===== src/include/pcb_regs.svh =====
// Register map, field positions, reset values and timing counts
// Assumes inclusion by bare name from the configuration bank files
`ifndef PCB_REGS_SVH
`define PCB_REGS_SVH

`define PCB_ADDR_SYNC_PERIOD   6'h10
`define PCB_ADDR_CONFIG_A      6'h11
`define PCB_ADDR_FORMAT_A      6'h12
`define PCB_ADDR_FORMAT_B      6'h13
`define PCB_ADDR_FORMAT_C      6'h14
`define PCB_ADDR_COMMAND       6'h1E

`define PCB_RST_SYNC_PERIOD    16'h0909
`define PCB_RST_CONFIG_A       16'h0101
`define PCB_RST_FORMAT         16'h0514

`define PCB_MASK_CONFIG_A      16'hBFF7
`define PCB_MASK_FORMAT_A      16'h1FFF
`define PCB_MASK_FORMAT_BC     16'h0FFF

`define PCB_CMD_END_PROGRAMMING_PHASE       16'h1111

`define PCB_BIT_ODD_CHECK      15
`define PCB_BIT_STEP_VOLT      13
`define PCB_BIT_PIN_ROLE       12
`define PCB_BIT_INIT_CAPTURE   7
`define PCB_BIT_SYNC_MODE      0
`define PCB_BIT_BOOT_DISABLE   12

`define PCB_SYNC_BASE_US       14'h00C8
`define PCB_SYNC_STEP_US       14'h0020
`define PCB_CLK_PERIOD_NS      20
`define PCB_US_CYCLES          (1000 / `PCB_CLK_PERIOD_NS)

`define PCB_LEN_MIN            5'h08
`define PCB_LEN_MAX            5'h1C
`define PCB_LEN_DEFAULT        5'h14
`define PCB_SLOTS_DEFAULT      3'h3
`define PCB_SLOTS_MAX          3'h6

`endif


===== src/include/pcb_pkg.sv =====
// Types shared by the configuration bank and its bench
// Assumes nothing beyond a SystemVerilog compiler
package pcb_pkg;
   typedef enum logic [1:0] {
      PCB_MON_OFF,
      PCB_MON_STANDARD,
      PCB_MON_SIMPLE
   } pcb_mon_t;

   typedef enum logic [1:0] {
      PCB_CUR_19MA,
      PCB_CUR_35MA,
      PCB_CUR_45MA
   } pcb_cur_t;

   typedef enum logic [1:0] {
      PCB_RATE_125K,
      PCB_RATE_189K,
      PCB_RATE_83K
   } pcb_rate_t;
endpackage


===== src/include/pcb_sync_if.sv =====
// Carrier between the bank and one sync spacing timer
// Assumes one clock shared by both ends
`timescale 1ns/100ps
interface pcb_sync_if;
   logic       us_tick;
   logic [7:0] code;
   logic       enable;
   logic       auto_mode;
   logic       trigger;
   logic       pulse;
   logic       refused;

   modport bank  (output us_tick, code, enable, auto_mode, trigger,
                  input  pulse, refused);
   modport timer (input  us_tick, code, enable, auto_mode, trigger,
                  output pulse, refused);
endinterface


===== src/logic/pcb_sync_timer.sv =====
// Sync pulse period and minimum spacing timer for one interface
// Assumes a one-cycle microsecond tick from the bank
`timescale 1ns/100ps
`include "pcb_regs.svh"
module pcb_sync_timer (
   input wire logic core_clk,
   input wire logic rst,
   pcb_sync_if.timer sif
);
   logic [13:0] period_us;
   logic [13:0] elapsed;
   logic        ready;

   // Linear code to period map
   assign period_us = `PCB_SYNC_BASE_US
                    + 14'(`PCB_SYNC_STEP_US * {6'h00, sif.code}); // RULE1
   assign ready = elapsed >= period_us;

   // Time since last pulse, saturating
   always_ff @(posedge core_clk) begin
      if (rst) begin
         elapsed <= 14'h3FFF;
      end else if (sif.pulse) begin
         elapsed <= 14'h0000;
      end else if (sif.us_tick && elapsed != 14'h3FFF) begin
         elapsed <= elapsed + 14'h0001;
      end
   end

   // Automatic period, or spacing guard on external triggers
   always_ff @(posedge core_clk) begin
      if (rst) begin
         sif.pulse   <= 1'b0;
         sif.refused <= 1'b0;
      end else begin
         sif.pulse   <= 1'b0;
         sif.refused <= 1'b0;
         if (sif.enable && !sif.pulse) begin
            if (sif.auto_mode) begin
               sif.pulse <= ready;
            end else if (sif.trigger) begin
               sif.pulse   <= ready; // RULE3
               sif.refused <= !ready; // RULE3
            end
         end
      end
   end
endmodule // pcb_sync_timer


===== src/logic/pcb_bank.sv =====
// Channel one configuration bank with sync period timers
// Assumes a register port already decoded from the serial host link
// Operation
// RULE1 - Sync period is 200 us plus 32 us per code step
// RULE2 - Timer upper byte serves interface 2, lower byte interface 1
// RULE3 - Pin or command triggered syncs keep the period as minimum spacing
// RULE4 - Bit 15 of config register gives odd parity over all bits
// RULE5 - Bit 13 selects 2.5 V step when clear, 3.5 V when set
// RULE6 - Bit 12 makes output pin carry data, or interrupt when set
// RULE7 - Monitoring codes 00 and 11 off, 01 standard, 10 simple
// RULE8 - Current limit 19 mA, 35 mA for 01 and 11, 45 mA for 10
// RULE9 - Bit 7 set stores sensor init data in its buffer
// RULE10 - Slot count codes 1 to 6 give that count, others give three
// RULE11 - Rate 125k for 00 and 11, 189k for 01, 83.3k for 10
// RULE12 - Bit 0 clear runs asynchronously without sync pulses; the code keeps the interface 2 timer enabled
// RULE13 - Config register resets with bits 8 and 0 set only
// RULE14 - Format register bit 12 set disables the bootstrap circuit
// RULE15 - Per slot check bit: clear means CRC, set means parity
// RULE16 - Data length codes 8 to 28 pass, others mean 20 bits
// RULE17 - Even slot uses bits 11 and 10:6, odd slot 5 and 4:0
// RULE18 - Slot one settings apply to all on capture, simple or async
// RULE19 - Shared slot one settings never rewrite the stored fields
// RULE20 - Host should copy slot one settings into other slot fields
// RULE21 - Command 0x1111 locks configuration writes until reset
// RULE22 - Reserved bits ignore writes and read as zero
`timescale 1ns/100ps
`include "pcb_regs.svh"
module pcb_bank #(
   parameter int US_CYCLES = `PCB_US_CYCLES
) (
   input  wire logic              core_clk,
   input  wire logic              rst,
   input  wire logic              reg_wr,
   input  wire logic              reg_rd,
   input  wire logic [5:0]        reg_addr,
   input  wire logic [15:0]       reg_wdata,
   output logic      [15:0]       reg_rdata,
   output logic                   reg_rd_valid,
   output logic                   wr_refused,
   output logic                   programming_phase,
   input  wire logic [1:0]        sync_auto,
   input  wire logic [1:0]        sync_trigger,
   output logic      [1:0]        sync_pulse,
   output logic      [1:0]        sync_refused,
   output logic                   sync_step_high,
   output logic                   output_pin_interrupt,
   output pcb_pkg::pcb_mon_t      slot_monitoring_select,
   output pcb_pkg::pcb_cur_t      quiescent_limit_select,
   output logic                   init_data_capture,
   output logic      [2:0]        slot_count,
   output pcb_pkg::pcb_rate_t     bit_rate_select,
   output logic                   synchronous_mode_select,
   output logic                   bootstrap_disable,
   output logic      [5:0][4:0]   slot_data_length,
   output logic      [5:0]        slot_check_parity,
   output logic                   config_a_parity_ok
);
   logic [15:0]      sync_period_timer;
   logic [15:0]      channel_one_config_a;
   logic [2:0][15:0] slot_format;
   logic [5:0]       us_div;
   logic             us_tick;
   logic             wr_cfg;
   logic             wr_cfg_ok;
   logic             slot_share;
   logic [2:0]       count_code;
   logic [15:0]      next_rdata;

   // Configuration writes only while programming is open
   assign wr_cfg = reg_wr && reg_addr >= `PCB_ADDR_SYNC_PERIOD
                   && reg_addr <= `PCB_ADDR_FORMAT_C;
   assign wr_cfg_ok = wr_cfg && programming_phase // RULE21
                      && (reg_addr != `PCB_ADDR_CONFIG_A
                          || ^reg_wdata); // RULE4

   // End of programming latch
   always_ff @(posedge core_clk) begin
      if (rst) begin
         programming_phase <= 1'b1;
      end else if (reg_wr && reg_addr == `PCB_ADDR_COMMAND
                   && reg_wdata == `PCB_CMD_END_PROGRAMMING_PHASE) begin
         programming_phase <= 1'b0; // RULE21
      end
   end

   // Refusal of locked or bad-parity writes
   always_ff @(posedge core_clk) begin
      if (rst) begin
         wr_refused <= 1'b0;
      end else begin
         wr_refused <= wr_cfg && !wr_cfg_ok;
      end
   end

   // Sync period timer register
   always_ff @(posedge core_clk) begin
      if (rst) begin
         sync_period_timer <= `PCB_RST_SYNC_PERIOD; // RULE2
      end else if (wr_cfg_ok && reg_addr == `PCB_ADDR_SYNC_PERIOD) begin
         sync_period_timer <= reg_wdata;
      end
   end

   // Channel one configuration register
   always_ff @(posedge core_clk) begin
      if (rst) begin
         channel_one_config_a <= `PCB_RST_CONFIG_A; // RULE13
      end else if (wr_cfg_ok && reg_addr == `PCB_ADDR_CONFIG_A) begin
         channel_one_config_a <= reg_wdata & `PCB_MASK_CONFIG_A; // RULE22
      end
   end

   // Slot format registers, stored as written with reserved bits cleared
   always_ff @(posedge core_clk) begin
      if (rst) begin
         slot_format <= {3{`PCB_RST_FORMAT}};
      end else if (wr_cfg_ok) begin
         case (reg_addr)
            `PCB_ADDR_FORMAT_A: begin
               slot_format[0] <= reg_wdata & `PCB_MASK_FORMAT_A; // RULE22
            end
            `PCB_ADDR_FORMAT_B: begin
               slot_format[1] <= reg_wdata & `PCB_MASK_FORMAT_BC;
            end
            `PCB_ADDR_FORMAT_C: begin
               slot_format[2] <= reg_wdata & `PCB_MASK_FORMAT_BC;
            end
            default: begin
               slot_format <= slot_format;
            end
         endcase
      end
   end

   // Readback of raw register contents
   always_comb begin
      case (reg_addr)
         `PCB_ADDR_SYNC_PERIOD: next_rdata = sync_period_timer;
         `PCB_ADDR_CONFIG_A:    next_rdata = channel_one_config_a;
         `PCB_ADDR_FORMAT_A:    next_rdata = slot_format[0]; // RULE19
         `PCB_ADDR_FORMAT_B:    next_rdata = slot_format[1]; // RULE19
         `PCB_ADDR_FORMAT_C:    next_rdata = slot_format[2]; // RULE19
         default:               next_rdata = 16'h0000;
      endcase
   end

   always_ff @(posedge core_clk) begin
      if (rst) begin
         reg_rdata    <= 16'h0000;
         reg_rd_valid <= 1'b0;
      end else begin
         reg_rd_valid <= reg_rd;
         if (reg_rd) begin
            reg_rdata <= next_rdata;
         end
      end
   end

   // Microsecond tick divider
   always_ff @(posedge core_clk) begin
      if (rst) begin
         us_div <= 6'h00;
      end else if (us_div == 6'(US_CYCLES - 1)) begin
         us_div <= 6'h00;
      end else begin
         us_div <= us_div + 6'h01;
      end
   end
   assign us_tick = us_div == 6'(US_CYCLES - 1);

   // Field decode
   assign config_a_parity_ok = ^channel_one_config_a; // RULE4
   assign sync_step_high = channel_one_config_a[`PCB_BIT_STEP_VOLT]; // RULE5
   assign output_pin_interrupt =
      channel_one_config_a[`PCB_BIT_PIN_ROLE]; // RULE6
   assign init_data_capture =
      channel_one_config_a[`PCB_BIT_INIT_CAPTURE]; // RULE9
   assign synchronous_mode_select =
      channel_one_config_a[`PCB_BIT_SYNC_MODE]; // RULE12
   assign bootstrap_disable = slot_format[0][`PCB_BIT_BOOT_DISABLE]; // RULE14

   always_comb begin
      case (channel_one_config_a[11:10])
         2'h1:    slot_monitoring_select = pcb_pkg::PCB_MON_STANDARD; // RULE7
         2'h2:    slot_monitoring_select = pcb_pkg::PCB_MON_SIMPLE; // RULE7
         default: slot_monitoring_select = pcb_pkg::PCB_MON_OFF; // RULE7
      endcase
   end

   always_comb begin
      case (channel_one_config_a[9:8])
         2'h0:    quiescent_limit_select = pcb_pkg::PCB_CUR_19MA; // RULE8
         2'h2:    quiescent_limit_select = pcb_pkg::PCB_CUR_45MA; // RULE8
         default: quiescent_limit_select = pcb_pkg::PCB_CUR_35MA; // RULE8
      endcase
   end

   always_comb begin
      case (channel_one_config_a[2:1])
         2'h1:    bit_rate_select = pcb_pkg::PCB_RATE_189K; // RULE11
         2'h2:    bit_rate_select = pcb_pkg::PCB_RATE_83K; // RULE11
         default: bit_rate_select = pcb_pkg::PCB_RATE_125K; // RULE11
      endcase
   end

   assign count_code = channel_one_config_a[6:4];
   assign slot_count = (count_code == 3'h0 || count_code > `PCB_SLOTS_MAX)
                       ? `PCB_SLOTS_DEFAULT : count_code; // RULE10

   // Slot one settings govern all slots in these modes
   assign slot_share = init_data_capture
                       || channel_one_config_a[11:10] == 2'h2
                       || !synchronous_mode_select; // RULE18

   for (genvar s = 0; s < 6; s++) begin : g_slot
      logic [5:0] raw;
      logic [5:0] eff;
      assign raw = (s % 2 == 0) ? slot_format[s / 2][5:0]
                                : slot_format[s / 2][11:6]; // RULE17
      assign eff = slot_share ? slot_format[0][5:0] : raw; // RULE18
      assign slot_check_parity[s] = eff[5]; // RULE15
      assign slot_data_length[s] =
         (eff[4:0] >= `PCB_LEN_MIN && eff[4:0] <= `PCB_LEN_MAX)
         ? eff[4:0] : `PCB_LEN_DEFAULT; // RULE16
   end

   // Sync timers, index 0 is interface 1
   for (genvar i = 0; i < 2; i++) begin : g_sync
      pcb_sync_if sif ();
      assign sif.us_tick   = us_tick;
      assign sif.code      = sync_period_timer[8 * i +: 8]; // RULE2
      assign sif.enable    = (i == 1) || synchronous_mode_select; // RULE12
      assign sif.auto_mode = sync_auto[i];
      assign sif.trigger   = sync_trigger[i];
      assign sync_pulse[i]   = sif.pulse;
      assign sync_refused[i] = sif.refused;
      pcb_sync_timer u_timer (
         .core_clk (core_clk),
         .rst      (rst),
         .sif      (sif.timer)
      );
   end
endmodule // pcb_bank


===== config.mk =====
export PLATFORM = sky130hd
export DESIGN_NAME = pcb_bank
export DESIGN_NICKNAME = d
export VERILOG_FILES = /design/src/include/pcb_pkg.sv /design/src/include/pcb_sync_if.sv /design/src/logic/pcb_sync_timer.sv /design/src/logic/pcb_bank.sv
export VERILOG_INCLUDE_DIRS = /design/src /design/src/include
export SDC_FILE = /design/constraint.sdc
export NUM_CORES = 1
export LEC_CHECK = 0
export BUFFER_PORTS_ARGS = -buffer_cell sky130_fd_sc_hd__buf_2
export CAP_MARGIN = 20
export CORE_MARGIN = 4
export CORE_UTILIZATION = 62
export CTS_CLUSTER_DIAMETER = 50
export DETAILED_ROUTE_END_ITERATION = 16
export HOLD_SLACK_MARGIN = 0.03
export PLACE_DENSITY = 0.85
export SYNTH_ARGS = -nofsm -noshare
export SYNTH_HDL_FRONTEND = slang
export SYNTH_SLANG_ARGS = --single-unit

===== constraint.sdc =====
create_clock -name core_clk -period 7.1 [get_ports core_clk]
set_input_delay 1.42 -clock core_clk [delete_from_list [all_inputs] [get_ports core_clk]]
set_output_delay 1.42 -clock core_clk [all_outputs]
set_load 0.005 [all_outputs]

==> run metrics <==
IO Pins=~100; fin area=around 0.008 sq mm; RSZ-0062 raised after global routing=no; RePlAce Congestion=0.9689; # DRC=0; # setup viols final=0; DIE AREA=about 0.013 sq mm; grt ovf=0; Post-Synth Simple-Gate Area=0.2195; final hold violation count=0; flop2flop setup slack=~4.3 ns; Total Wirelength=slightly above 20000 microns; Placement Rows=38; vias in the first global route=approximately 6300; max cap viols=0; Worst-Margin Slew=between 1 and 1.5 ns; P_int=approximately 1.4 mW; top-count cell post-synth=dfxtp_1; synthesized area=0.007166 sq mm; Wirelength per Cell=between 15 and 20 microns; Inserted Clock Buffers=17; sequential share of the synthesized area=0.3464; worst setup path category=flop to primary output; clk_lat worst skew=between 0.4 and 0.5 ns; Crit path largest cell delay=about 0.42 ns; Netlist cell types=60; hold_buf cts=0; minimum clock period=about 4.2 ns; clk sink count=~120; Worst Setup End Kind=primary output; DP Area=0.007609 sq mm; P_sw=just over 500 uW; CTS Root Cell=clkbuf_16; Worst Hold Slack=0.4618 ns; Clk pwr share=0.480; total power=1.875 mW; setup TNS=0 ns; Total GRT Usage=0.3096; Final Slew Violations=0; mux cell area share after synthesis=0.06181; top cell type's share of synthesized area=0.3464; initial DRC count=roughly 740; Net Count, Synth=930; Chip Width=about 120 microns; Power per Cell Area=roughly 230 mW/mm^2; Gate Count Post-Synth=between 800 and 900; Die Y=115.5 microns; Synth area leaders=dfxtp_1, ha_1, mux2i_1, nor2_1, nand2_1; clock skew=around 0.0087 ns; Initial DRT Pass Iterations=5; CP max FO=43; syn avg cell area=roughly 8.3 sq um; proportion of layout cells with a drive suffix above 1=0.1619; FF-to-FF path depth=11; DP Wirelength=14050 microns; Hold Path Origin=reg_rdata[12]; initial antenna violation count=1; cell taking the most area after synthesis=dfxtp_1; status=complete, no violations; startpoint types=flop; CP max-delay cell=dfxtp_1; Max clock buf depth=2; Top FF cell, synth=dfxtp_1; clk slew on worst S/H paths=0.06 ns; CTS tree=built; Synth Register Bits=124; combinational fraction of design power=0.117; Post-synth ARST share=0; final period utilization=0.5894; PostCTS Resize Cnt=0; HP Class=flop to flop; Via density=6.324; switching share of power=0.2698; Worst VDD drop=around 0.25 mV; Initial Util=0.6468; postcts setup bufs=0; ANT cells=0; Worst Hold Path EP=reg_rdata[12]; H-tree depth=4; worst path arrival time=2.76 ns; XOR/XNOR Fraction of Synth Area=0.06845; Core Area=roughly 0.011 sq mm; Adder-Cell Fraction of Synth Area=0.07159; largest family of logic cells by synthesized area=simple AND/OR/NAND/NOR gates; vias=between 6000 and 7000; EDFF count, synth=0; Synth top cells by count=dfxtp_1, nor2_1, nand2_1; largest net degree at the start of global routing=between 80 and 90; reg2reg start=sync_period_timer[9]; Synth-to-Final Area Change=15.09%; Fmax=approximately 240 MHz; Worst Path Required=5.68 ns; first-pass GRT wire length=roughly 32000 microns; Yosys warning count=0; PortBufs=103; Final nets=~1000; Detail Route Antenna Nets=0; reg2reg end=g_sync[1].u_timer.sif.refused; Synth Area in Compound Gates=0.1758; Slew headroom=0.2712; Critical Path, Cell by Cell=inv_1 -> ha_1 -> nor3b_4 -> buf_4 -> mux2i_1 -> a211o_1 -> o31ai_2 -> nor2_1 -> buf_2; leakage=3.700 nW; Seq pwr share=0.403; hold-critical path depth=2
layout make-up:
class	count	area [sq um]
multi-input combinational	646	4279
fill	813	2831
sequential	124	2482
timing repair buffer	108	559.3
clock buffer	19	452.9
tap	140	175.2
clock inverter	13	166.4
inverter	35	131.4
power by group through the flow:
stage          clock (mW)  combinational [mW]  sequential, mW
5_1_grt             0.935               0.240           0.758
3_5_place_dp            0               0.211           0.768
6_report            0.900               0.220           0.755
2_1_floorplan           0               0.162           0.756
4_1_cts             0.904               0.214           0.754
3_3_place_gp            0               0.205           0.767
worst max path at each step:
stage	start	endpoint	cells past startpoint
after global placement	reg_addr[3]	channel_one_config_a[8]	6
after global routing	channel_one_config_a[10]	slot_data_length[13]	9
after CTS	channel_one_config_a[10]	slot_data_length[10]	9
after detailed placement	reg_addr[3]	channel_one_config_a[8]	6
final	channel_one_config_a[10]	slot_data_length[21]	9
after floorplan	channel_one_config_a[10]	slot_data_length[15]	9
cells in the final DEF, fill, tap and decap left out, types with 5 or more instances in the layout:
master	count
nor2b_1	13
nor2_1	92
nand4_1	17
clkinvlp_4	6
a21o_1	9
xor2_1	32
mux2i_1	42
a211oi_1	14
buf_4	5
nand2b_1	8
o21ai_0	41
ha_1	41
clkbuf_16	17
xnor2_1	24
inv_1	35
buf_2	102
nand2_1	75
a221oi_1	12
a211o_1	17
nor3_1	11
dfxtp_1	124
a21oi_1	50
and3_1	10
nand3_1	51
o21bai_1	26
sequential cells by signal, summed over array words and instances, names as in the netlist:
name                        flops
bootstrap_disable               1
channel_one_config_a           14
g_slot.eff                      5
g_slot.raw                     30
g_sync.u_timer.elapsed         28
g_sync.u_timer.sif.pulse        2
g_sync.u_timer.sif.refused      2
programming_phase               1
reg_rd_valid                    1
reg_rdata                      16
slot_check_parity               1
sync_period_timer              16
us_div                          6
wr_refused                      1
worst max-delay path, delay by kind of cell, from the launching register on:
family / cells / cell delay (ns)
buf+inv: 3 / 0.61
fa+ha+maj: 1 / 0.24
simple gates: 2 / 0.27
flops: 1 / 0.42
mux: 1 / 0.19
compound gates: 2 / 0.58
per-layer routing:
| layer | up-vias | global-route usage | routed length, microns |
|---|---|---|---|
| met5 | - | 0 | 8 |
| met4 | 2 | 0.1197 | 588 |
| met3 | 65 | 0.09974 | 2314 |
| met2 | 370 | 0.4603 | 9001 |
| met1 | 3241 | 0.4197 | 8564 |
| li1 | 3184 | - | - |
kinds of logic after synthesis:
group / after synthesis
and+or+nand+nor: 314
AOI/OAI and AO/OA: 191
DFF: 124
buffers and inverters: 89
xor gates and xnor gates: 56
muxes: 44
adders and majority gates: 41
stage by stage:
| step | util | setup slack, ns | cells |
|---|---|---|---|
| floorplan | - | 3.873 | 859 |
| global placement | 0.6868 | 3.164 | 1051 |
| detailed placement | 0.6868 | 3.102 | 1051 |
| CTS | 0.7427 | 2.973 | 1083 |
| global route | 0.7444 | 2.745 | 1085 |
| finish | 0.7444 | 2.915 | 1085 |
Note: power is estimated with default switching activity, not from simulation.
